## src/include/smer_pkg.sv

```systemverilog
// shared constants and carriers of the system management event router
package smer_pkg;

  localparam int EVT_W = 20;

  // event bit positions
  localparam int EV_SMB_HOST    = 0;
  localparam int EV_SMB_SLAVE   = 1;
  localparam int EV_SMB_SNOOP   = 2;
  localparam int EV_SMB_ALERT   = 3;
  localparam int EV_IRQ_ACT     = 4;
  localparam int EV_INTR        = 5;
  localparam int EV_BUS_MASTER  = 6;
  localparam int EV_HW_TRAP     = 7;
  localparam int EV_LPT_TRAP    = 8;
  localparam int EV_INACTIVITY  = 9;
  localparam int EV_FW_WE_RISE  = 10;
  localparam int EV_USB_XACT0   = 11;
  localparam int EV_USB_RESUME  = 15;
  localparam int EV_EXT_SMI     = 16;
  localparam int EV_BUTTON      = 17;
  localparam int EV_RING        = 18;
  localparam int EV_THERMAL     = 19;

  // which paths exist for each event
  localparam logic [19:0] CAP_ACPI   = 20'hFFB8F;
  localparam logic [19:0] CAP_SMI    = 20'hF8681;
  localparam logic [19:0] CAP_RELOAD = 20'h001F0;
  localparam logic [19:0] CAP_C2C3   = 20'h7826E;
  localparam logic [19:0] CAP_POS    = 20'h7822E;
  localparam logic [19:0] CAP_SLEEP  = 20'h78006;

  // summary groups
  localparam logic [19:0] GRP_SMB   = 20'h0000F;
  localparam logic [19:0] GRP_ACT   = 20'h00070;
  localparam logic [19:0] GRP_TRAP  = 20'h00180;
  localparam logic [19:0] GRP_TIMER = 20'h00200;
  localparam logic [19:0] GRP_MISC  = 20'h00400;
  localparam logic [19:0] GRP_USB   = 20'h0F800;
  localparam logic [19:0] GRP_PINS  = 20'hF0000;

  // register byte offsets
  localparam logic [7:0] OFS_STATUS     = 8'h00;
  localparam logic [7:0] OFS_ACPI_EN    = 8'h04;
  localparam logic [7:0] OFS_SMI_EN     = 8'h08;
  localparam logic [7:0] OFS_RELOAD_EN  = 8'h0C;
  localparam logic [7:0] OFS_RES_C2C3   = 8'h10;
  localparam logic [7:0] OFS_RES_POS    = 8'h14;
  localparam logic [7:0] OFS_RES_SLEEP  = 8'h18;
  localparam logic [7:0] OFS_CTRL       = 8'h1C;
  localparam logic [7:0] OFS_SUMMARY    = 8'h20;

  // values after reset
  localparam logic [19:0] RST_EN     = 20'h00000;
  localparam logic        RST_ROUTE  = 1'h0;

  // one-hot power state from the power state machine
  localparam int PS_FON  = 0;
  localparam int PS_C2   = 1;
  localparam int PS_C3   = 2;
  localparam int PS_POS  = 3;
  localparam int PS_STD  = 4;
  localparam int PS_STR  = 5;
  localparam int PS_SOFF = 6;

  typedef struct packed {
    logic        read;
    logic        write;
    logic [7:0]  address;
    logic [31:0] writedata;
    logic [3:0]  byteenable;
  } smer_avl_req_t;

  typedef struct packed {
    logic [31:0] readdata;
    logic        waitrequest;
  } smer_avl_rsp_t;

endpackage

```

## src/core/smer_router.sv

```systemverilog
// system management event router: status, enables, routing and resume
//
// Design decisions made here: the placing of the registers and the Avalon-MM slave port.
`timescale 1ns/1ps

module smer_router (
  input  wire logic                  clk_sys_in,
  input  wire logic                  rst_n_in,
  input  wire smer_pkg::smer_avl_req_t avl_req_in,
  output smer_pkg::smer_avl_rsp_t    avl_rsp_out,
  input  wire logic [19:0]           events_in,
  input  wire logic [6:0]            power_state_machine_in,
  output logic                       sci_out,
  output logic                       smi_out,
  output logic                       inactivity_reload_out,
  output logic                       resume_out
);

  ////////////////////////////////////////////////////////////////////////////
  typedef struct packed {
    logic [19:0] sync1;
    logic [19:0] sync2;
    logic [19:0] prev;
    logic [19:0] status;
    logic [19:0] acpi_en;
    logic [19:0] smi_en;
    logic [19:0] reload_en;
    logic [19:0] res_c2c3;
    logic [19:0] res_pos;
    logic [19:0] res_sleep;
    logic        acpi_route_select;
    logic [31:0] readdata;
    logic        waitrequest;
    logic        sci;
    logic        smi;
    logic        reload;
    logic        resume;
  } smer_state_t;

  localparam smer_state_t ST_RESET = '{
    sync1: 20'h00000, sync2: 20'h00000, prev: 20'h00000,
    status: 20'h00000, acpi_en: smer_pkg::RST_EN,
    smi_en: smer_pkg::RST_EN, reload_en: smer_pkg::RST_EN,
    res_c2c3: smer_pkg::RST_EN, res_pos: smer_pkg::RST_EN,
    res_sleep: smer_pkg::RST_EN,
    acpi_route_select: smer_pkg::RST_ROUTE,
    readdata: 32'h00000000, waitrequest: 1'h1,
    sci: 1'h0, smi: 1'h0, reload: 1'h0, resume: 1'h0};

  smer_state_t r;
  smer_state_t n;

  logic [19:0] rise;
  logic [31:0] wmask;
  logic [19:0] wdat;
  logic [19:0] wm;
  logic [6:0]  summary;
  logic        acpi_req;
  logic        smi_only_req;
  logic [19:0] res_sel;
  logic        bus_req;
  logic        do_wr;
  logic [31:0] rd_val;
  logic [7:0]  adr;

  ////////////////////////////////////////////////////////////////////////////
  always_comb begin
    n = r;
    // second stage alone reads the first
    n.sync1 = events_in;
    n.sync2 = r.sync1;
    n.prev  = r.sync2;
    // edges, so a held level is one event and a 0-to-1 change is caught
    rise = r.sync2 & ~r.prev;

    adr   = avl_req_in.address;
    wmask = {{8{avl_req_in.byteenable[3]}}, {8{avl_req_in.byteenable[2]}},
             {8{avl_req_in.byteenable[1]}}, {8{avl_req_in.byteenable[0]}}};
    wdat  = avl_req_in.writedata[19:0];
    wm    = wmask[19:0];
    bus_req = avl_req_in.read | avl_req_in.write;
    // write lands at the edge where the master sees waitrequest low
    do_wr = avl_req_in.write & ~r.waitrequest;

    // sticky status
    // set wins over a clear in the same cycle
    n.status = r.status | rise;
    if (do_wr && adr == smer_pkg::OFS_STATUS) begin
      n.status = (r.status & ~(wdat & wm)) | rise;
    end

    // each enable register masked by its capability
    // enables only hold bits whose path exists
    if (do_wr) begin
      if (adr == smer_pkg::OFS_ACPI_EN) begin
        n.acpi_en = ((r.acpi_en & ~wm) | (wdat & wm)) & smer_pkg::CAP_ACPI;
      end else if (adr == smer_pkg::OFS_SMI_EN) begin
        n.smi_en = ((r.smi_en & ~wm) | (wdat & wm)) & smer_pkg::CAP_SMI;
      end else if (adr == smer_pkg::OFS_RELOAD_EN) begin
        n.reload_en = ((r.reload_en & ~wm) | (wdat & wm))
                      & smer_pkg::CAP_RELOAD;
      end else if (adr == smer_pkg::OFS_RES_C2C3) begin
        n.res_c2c3 = ((r.res_c2c3 & ~wm) | (wdat & wm))
                     & smer_pkg::CAP_C2C3;
      end else if (adr == smer_pkg::OFS_RES_POS) begin
        n.res_pos = ((r.res_pos & ~wm) | (wdat & wm)) & smer_pkg::CAP_POS;
      end else if (adr == smer_pkg::OFS_RES_SLEEP) begin
        n.res_sleep = ((r.res_sleep & ~wm) | (wdat & wm))
                      & smer_pkg::CAP_SLEEP;
      end else if (adr == smer_pkg::OFS_CTRL) begin
        if (avl_req_in.byteenable[0]) begin
          n.acpi_route_select = avl_req_in.writedata[0];
        end
      end
    end

    summary = {|(r.status & smer_pkg::GRP_PINS),
               |(r.status & smer_pkg::GRP_USB),
               |(r.status & smer_pkg::GRP_MISC),
               |(r.status & smer_pkg::GRP_TIMER),
               |(r.status & smer_pkg::GRP_TRAP),
               |(r.status & smer_pkg::GRP_ACT),
               |(r.status & smer_pkg::GRP_SMB)};

    // unmapped reads answer zero
    rd_val = 32'h00000000;
    if (adr == smer_pkg::OFS_STATUS) begin
      rd_val = {12'h000, r.status};
    end else if (adr == smer_pkg::OFS_ACPI_EN) begin
      rd_val = {12'h000, r.acpi_en};
    end else if (adr == smer_pkg::OFS_SMI_EN) begin
      rd_val = {12'h000, r.smi_en};
    end else if (adr == smer_pkg::OFS_RELOAD_EN) begin
      rd_val = {12'h000, r.reload_en};
    end else if (adr == smer_pkg::OFS_RES_C2C3) begin
      rd_val = {12'h000, r.res_c2c3};
    end else if (adr == smer_pkg::OFS_RES_POS) begin
      rd_val = {12'h000, r.res_pos};
    end else if (adr == smer_pkg::OFS_RES_SLEEP) begin
      rd_val = {12'h000, r.res_sleep};
    end else if (adr == smer_pkg::OFS_CTRL) begin
      rd_val = {31'h00000000, r.acpi_route_select};
    end else if (adr == smer_pkg::OFS_SUMMARY) begin
      rd_val = {25'h0000000, summary};
    end

    // one wait cycle per access, then waitrequest low for one cycle
    n.waitrequest = ~(bus_req & r.waitrequest);
    if (bus_req && r.waitrequest) begin
      n.readdata = rd_val;
    end

    acpi_req     = |(r.status & r.acpi_en);
    smi_only_req = |(r.status & r.smi_en);
    n.sci = acpi_req & r.acpi_route_select;
    n.smi = (acpi_req & ~r.acpi_route_select) | smi_only_req;

    // reload pulse on each enabled activity edge
    n.reload = |(rise & r.reload_en);

    // resume enable chosen by current power state
    // slave transfer resumes from c2/c3, pos and sleep states
    res_sel = 20'h00000;
    if (power_state_machine_in[smer_pkg::PS_C2]) begin
      res_sel = r.res_c2c3 & ~(20'h00001 << smer_pkg::EV_BUS_MASTER);
    end else if (power_state_machine_in[smer_pkg::PS_C3]) begin
      res_sel = r.res_c2c3;
    end else if (power_state_machine_in[smer_pkg::PS_POS]) begin
      res_sel = r.res_pos;
    end else if (power_state_machine_in[smer_pkg::PS_STD] ||
                 power_state_machine_in[smer_pkg::PS_STR] ||
                 power_state_machine_in[smer_pkg::PS_SOFF]) begin
      res_sel = r.res_sleep;
    end
    // resume stays high while a status bit enabled for the current state is set
    n.resume = |(r.status & res_sel);
  end

  ////////////////////////////////////////////////////////////////////////////
  always_ff @(posedge clk_sys_in or negedge rst_n_in) begin
    if (!rst_n_in) begin
      r <= ST_RESET;
    end else begin
      r <= n;
    end
  end

  assign avl_rsp_out.readdata    = r.readdata;
  assign avl_rsp_out.waitrequest = r.waitrequest;
  assign sci_out                 = r.sci;
  assign smi_out                 = r.smi;
  assign inactivity_reload_out   = r.reload;
  assign resume_out              = r.resume;

endmodule

```

## config.mk

```make
export PLATFORM = sky130hd
export DESIGN_NAME = smer_router
export DESIGN_NICKNAME = d
export VERILOG_FILES = /design/src/include/smer_pkg.sv /design/src/core/smer_router.sv
export SDC_FILE = /design/constraint.sdc
export NUM_CORES = 1
export LEC_CHECK = 0
export BUFFER_PORTS_ARGS = -buffer_cell sky130_fd_sc_hd__buf_2
export CORE_ASPECT_RATIO = 1.75
export CORE_UTILIZATION = 45
export CTS_BUF_LIST = sky130_fd_sc_hd__clkbuf_16
export DETAILED_ROUTE_END_ITERATION = 6
export PLACE_DENSITY_LB_ADDON = 0.2
export SYNTH_ARGS = -nofsm -noshare
export SYNTH_HDL_FRONTEND = slang
export SYNTH_SLANG_ARGS = --single-unit
```

## constraint.sdc

```tcl
create_clock -name clk_sys_in -period 4 [get_ports clk_sys_in]
set_input_delay 0.2 -clock clk_sys_in [delete_from_list [all_inputs] [get_ports clk_sys_in]]
set_output_delay 0.2 -clock clk_sys_in [all_outputs]
set_load 0.03 [all_outputs]
```

==> results of run 1 <==
==> cells in the mapped netlist, types with 4 or more instances <==
master       n  share of area (%)
nor2_1      35                1.9
a31oi_1      6               0.55
nand3_1     10               0.73
buf_4       34                3.7
a22o_1      22                2.8
o21ai_0     10               0.73
clkbuf_1    15               0.82
o2bb2ai_1    7               0.90
nor2b_1     10               0.92
nand2b_1     9               0.82
a32oi_1      4               0.51
a22oi_1     14                1.5
inv_1       26                1.4
dfrtp_1    160                 59
or4_1        5               0.55
nor3_1      11               0.81
mux2i_1      6               0.88
mux2_2      59                9.7
o31ai_1      9               0.99
a221oi_1    11                1.4
a211oi_1     5               0.55
nor4_1       4               0.37
nand2_1     47                2.6
==> cell type report <==
type	instances	area, µm²
clock buffers	17	425.4
clock inverters	13	128.9
fillers	1322	6848
inverters	26	97.59
multi-input cells	339	2402
flip-flops and latches	161	4030
well taps	183	229.0
repair buffers	109	676.9
==> layer usage <==
metal / part of all wire [%] / routed length [µm] / vias to the layer above
li1: - / - / 2187
met1: 39 / 7331 / 2439
met2: 53 / 10040 / 147
met3: 3.7 / 701 / 30
met4: 3.9 / 734 / 0
met5: 0 / 0 / -
==> metrics by stage <==
| step | total power, mW | util (%) | std cells | instance area (µm²) |
|---|---|---|---|---|
| global route | 3.711 | 53.85 | 848 | 7990 |
| global placement | 2.042 | 48.70 | 797 | 7226 |
| detailed placement | 2.048 | 48.70 | 797 | 7226 |
| finish | 3.585 | 53.85 | 848 | 7990 |
| CTS | 3.617 | 53.85 | 848 | 7990 |
| floorplan | 1.935 | - | 581 | 6868 |
==> report_power, final <==
group | internal (mW) | leakage [nW] | switching [mW]
clock | 0.865 | 0.267 | 0.691
sequential | 1.69 | 1.98 | 0.0318
combinational | 0.101 | 1.43 | 0.208
==> cell families (layout without fill, tap and decap cells) <==
group / count (synthesis) / count (layout) / synth area share (%)
flops: 161 / 161 / 59.04
buf+inv: 81 / 165 / 6.378
compound gates: 110 / 110 / 12.70
mux: 65 / 65 / 10.61
other cells: 1 / 12 / 0.05493
simple gates: 152 / 152 / 11.22
==> worst max-delay path, cell delays in order <==
cell     delay [ns]
buf_2          0.12
or4_1          0.87
nor2_1         0.75
a32oi_1        0.36
o31ai_1        0.31
==> worst paths after layout <==
kind,start,endpoint,cells past startpoint
hold reg to reg,n[216],n[196],0
max in group asynchronous,rst_n_in,asynchronous set/reset pin,3
setup reg to reg,avl_rsp_out[0],avl_rsp_out[5],6
min in group asynchronous,rst_n_in,avl_rsp_out[16],2
hold / removal,avl_req_in[18],register,2
setup / recovery,avl_req_in[43],avl_rsp_out[10],5
==> flow_summary.ini, run 1 <==
[outcome]
status = finished clean

[critical_path]
crit_fanout = 14
critPathCaptureType = register
critPathLaunchType = primary input
arrival_ns = 2.63
cp.required_ns = 4.32
reg2reg_slack_ns = 2.00
crit_type = primary input to register

[sta]
rsz0062_at_grt = no
setup_ws_ns = 1.690
fin_hold_ws_ns = 0.03671
finalSetupViolCount = 0
relSlewSlack_pct = 42.97
max_slew.worst_pin.slew_ns = 0.8508
max_freq_ghz = 0.4329
slew_viol_final = 0
timing.final.crit_share_pct = 57.76
fin_crit_ns = 2.310
setup_tns_ns = 0
final-hold-violation-count = 0
clock_skew_ns = 0.009758

[logic_synthesis]
synth_seq_cells = 161
async_reset_ff_share_pct = 100.0
yosys_most_used_dff = dfrtp_1
yosysWarnings = 0
synthesis.area_mm2 = 0.006827
synthCells = 570
ys_types = 55
synth_seq_area_share_pct = 59.04
avgSynthCellArea_um2 = 11.98
synth_edf_count = 0

[floorplan]
initial_core_util_pct = 46.01
rows = 59
die_w_um = 95.11
die_h_um = 164.9
core_area_mm2 = 0.01484
die-area_mm2 = 0.01569
pin_count = 112

[min_path]
hp-class = primary input to register

[global_route]
grt_pass1_vias = 4923
met3_usage_pct = 3.499
grt_pass1_wl_um = 28470
grt_overflow = 0
met2_usage_pct = 44.77
grt_busiest_layer = met2
antenna_found_initial = 0
grt_max_degree = 100
met1_usage_pct = 29.67
grt_use_total_pct = 25.41

[clocking]
cts_setup_buffers = 0
cts_hold_buf = 21
cts_made_buffers = 17
cts_tree = built
root_buffer = clkbuf_16
cts.sinks = 161
clk_path_buf_depth = 2
clk_pin_slew_ns = 0.07
htreeDepth = 4
post_cts_resized = 0
clk_latency_ns = 0.42

[routing]
antenna_left = 0
vias_per_cell = 5.664
drtPass1Iterations = 5
drc = 0
wirelength_um = 18810
drtIter0Drc = 269
wl_per_cell_um = 22.18
vias = 4803

[pwr]
p_per_area_mw_per_mm2 = 448.7
irDropWorstVdd_v = 0.0004133
cellLeakagePower_nw = 3.676

[place]
place_congestion = 0.8933
post-place-ws_ns = 1.335
dpl.hpwl_um = 13620
port_buffers = 85

[layout]
final_common_cell = dfrtp_1
most-common-layout-cells = 160 x dfrtp_1, 84 x buf_2, 59 x mux2_2
area_growth_syn_to_layout_pct = 17.05
drive_gt1_share_pct = 27.82
finalNetCount = 729
diodes = 0

[job]
cap_violations = 0
Power figures use the tool's default switching activity.
==> inputs of run 2 (changes only) <==
ABC_AREA = 1   (was unset)
clock period = 1.95 ns   (was 4 ns; I/O delays follow)
==> run 2 against run 1 <==
Against the previous run:
- first-iteration DRC count is 20% higher
- via count is 16% higher
- clock skew rose by 0.0034 ns
- flip-flop and latch count did not move
- worst hold slack got worse by 0.032 ns
- cell count rose by 29%
- combinational power grew 130%
- global-route usage fell by 3.1 points
- critical path type is now register to register
- largest power group unchanged
==> flow_summary.ini, run 2 <==
[global_route]
grt_use_total_pct = 22.29
grt_max_degree = 54
antenna_found_initial = 0
grt_pass1_vias = 5450
grt_pass1_wl_um = 28010
grt_overflow = 0

[logic_synthesis]
synth_top_area_share_pct = 55.90
yosys-top-cells-count = 194 x nand2_1, 160 x dfrtp_1, 86 x inv_1
synth_area_leader_cell = dfrtp_1
ys_types = 40
synth_seq_area_share_pct = 56.26
post-synth-top-count-cell = nand2_1
synth_seq_cells = 161
synthesis.area_mm2 = 0.007163
yosys_most_used_dff = dfrtp_1
async_reset_ff_share_pct = 100.0
synth_edf_count = 0
netlist_top_cells_area = dfrtp_1 56%, nand2_1 10%, o21ai_0 5.8%
avgSynthCellArea_um2 = 9.090
yosysWarnings = 0
synthCells = 788

[outcome]
status = finished clean

[sta]
relSlewSlack_pct = 66.32
timing.final.crit_share_pct = 82.91
max_slew.worst_pin.slew_ns = 0.5000
max_freq_ghz = 0.6185
fin_hold_ws_ns = 0.004354
fin_crit_ns = 1.617
finalSetupViolCount = 0
slew_viol_final = 0
setup_tns_ns = 0
clock_skew_ns = 0.01320
final-hold-violation-count = 0
rsz0062_at_grt = no
setup_ws_ns = 0.3332

[place]
post-place-ws_ns = 0.3465
place_congestion = 0.8751
port_buffers = 85
dpl.hpwl_um = 12730

[routing]
vias_per_cell = 5.069
drc = 0
wirelength_um = 17420
drtIter0Drc = 322
drtPass1Iterations = 6
vias = 5566
wl_per_cell_um = 15.86
antenna_left = 0

[floorplan]
initial_core_util_pct = 46.32
core_area_mm2 = 0.01546
pin_count = 112
die-area_mm2 = 0.01645
die_h_um = 168.9
rows = 60
die_w_um = 97.38

[clocking]
cts_setup_buffers = 0
clk_path_buf_depth = 2
cts_tree = built
root_buffer = clkbuf_16
cts.sinks = 161
htreeDepth = 4
cts_made_buffers = 17
clk_pin_slew_ns = 0.07
clk_latency_ns = 0.43

[critical_path]
crit_slowest_cell = dfstp_2
critPathLaunchType = register
crit_fanout = 8
critical_path_buf_inv_count = 3
max_stage_delay_ns = 0.54
cp.required_ns = 2.29
crit_start = avl_rsp_out[0]
r2r_start = avl_rsp_out[0]
crit_family = simple AND/OR/NAND/NOR gates
arrival_ns = 1.96
path_cells = inv_1 > nand2_1 > inv_2 > nand2_2 > inv_1 > nand3_2 > nand2_1 > o21ai_1
critPathCaptureType = register
crit_type = register to register

[pwr]
cellLeakagePower_nw = 4.308
p_per_area_mw_per_mm2 = 905.8
power.total_mw = 7.751
combinationalPowerShare_pct = 9.1
sw_frac_of_total_pct = 25.77
irDropWorstVdd_v = 0.0006425
pwr-share-seq_pct = 45.7
p_sw_mw = 1.997
clkPwrFrac_pct = 45.3
power.internal_mw = 5.754

[min_path]
min_from = avl_req_in[10]
hp-class = primary input to register

[layout]
post-route-util_pct = 55.33
drive_gt1_share_pct = 19.85
most-common-layout-cells = 194 x nand2_1, 160 x dfrtp_1, 86 x inv_1
final_common_cell = nand2_1
area_growth_syn_to_layout_pct = 19.46
finalNetCount = 974
diodes = 0
nFillCells = 1450

[job]
cap_violations = 0
## run 2: cell type report
type	instances	area [µm²]	area share, %
Clock inverter	15	191.4	2.237
Timing Repair Buffer	126	847.1	9.899
Tap cell	186	232.7	2.720
Clock buffer	17	425.4	4.971
Sequential cell	161	4030	47.10
Inverter	99	380.4	4.445
Multi-Input combinational cell	494	2450	28.63
## run 2: cells by family after synthesis
family                 Yosys count  share of synthesized area [%]
DFF                            161                          56.26
buffers and inverters          144                          10.11
and+or+nand+nor                317                          20.93
AOI/OAI and AO/OA              165                          12.65
other                            1                        0.05235
## run 2: worst reg2reg max path, delay by kind of cell (launching register included)
kind	cells	cell delay, ns
DFF	1	0.54
and+or+nand+nor	4	0.61
buffers and inverters	3	0.31
AOI/OAI and AO/OA	1	0.08
## run 2: metrics by stage
| stage | cells | instance area, µm² |
|---|---|---|
| 6_report | 1098 | 8557 |
| 5_1_grt | 1098 | 8557 |
| 4_1_cts | 1098 | 8557 |
| 3_5_place_dp | 1033 | 7610 |
| 3_3_place_gp | 1033 | 7610 |
| 2_1_floorplan | 799 | 7204 |
## run 2: routing by layer
layer	wire length, µm	part of all wire, %	global-route usage [%]
met1	6945	40	26.42
met2	9014	52	38.52
met3	748	4.3	4.377
met4	708	4.1	10.87
met5	0	0	0
## run 2: path summary, 6_finish.rpt
check,endpoint,slack [ns],depth (start not counted)
hold / removal,register,0.004,3
max in group asynchronous,avl_rsp_out[0],1.08,3
min in group asynchronous,n[198],0.19,2
hold reg to reg,n[196],0.35,0
setup / recovery,register,0.33,8
setup reg to reg,register,0.33,8
## run 2: repair_timing
action                    CTS  global route
hold buffers               33             0
hold endpoints to repair   82             0
resized for setup           0             0
## run 2: power groups by stage
stage	combinational, mW	clock (mW)	sequential [mW]
after global placement	0.650	0	3.60
final	0.702	3.51	3.54
after detailed placement	0.657	0	3.60
after floorplan	0.431	0	3.60
after CTS	0.710	3.56	3.54
after global routing	0.769	3.68	3.55
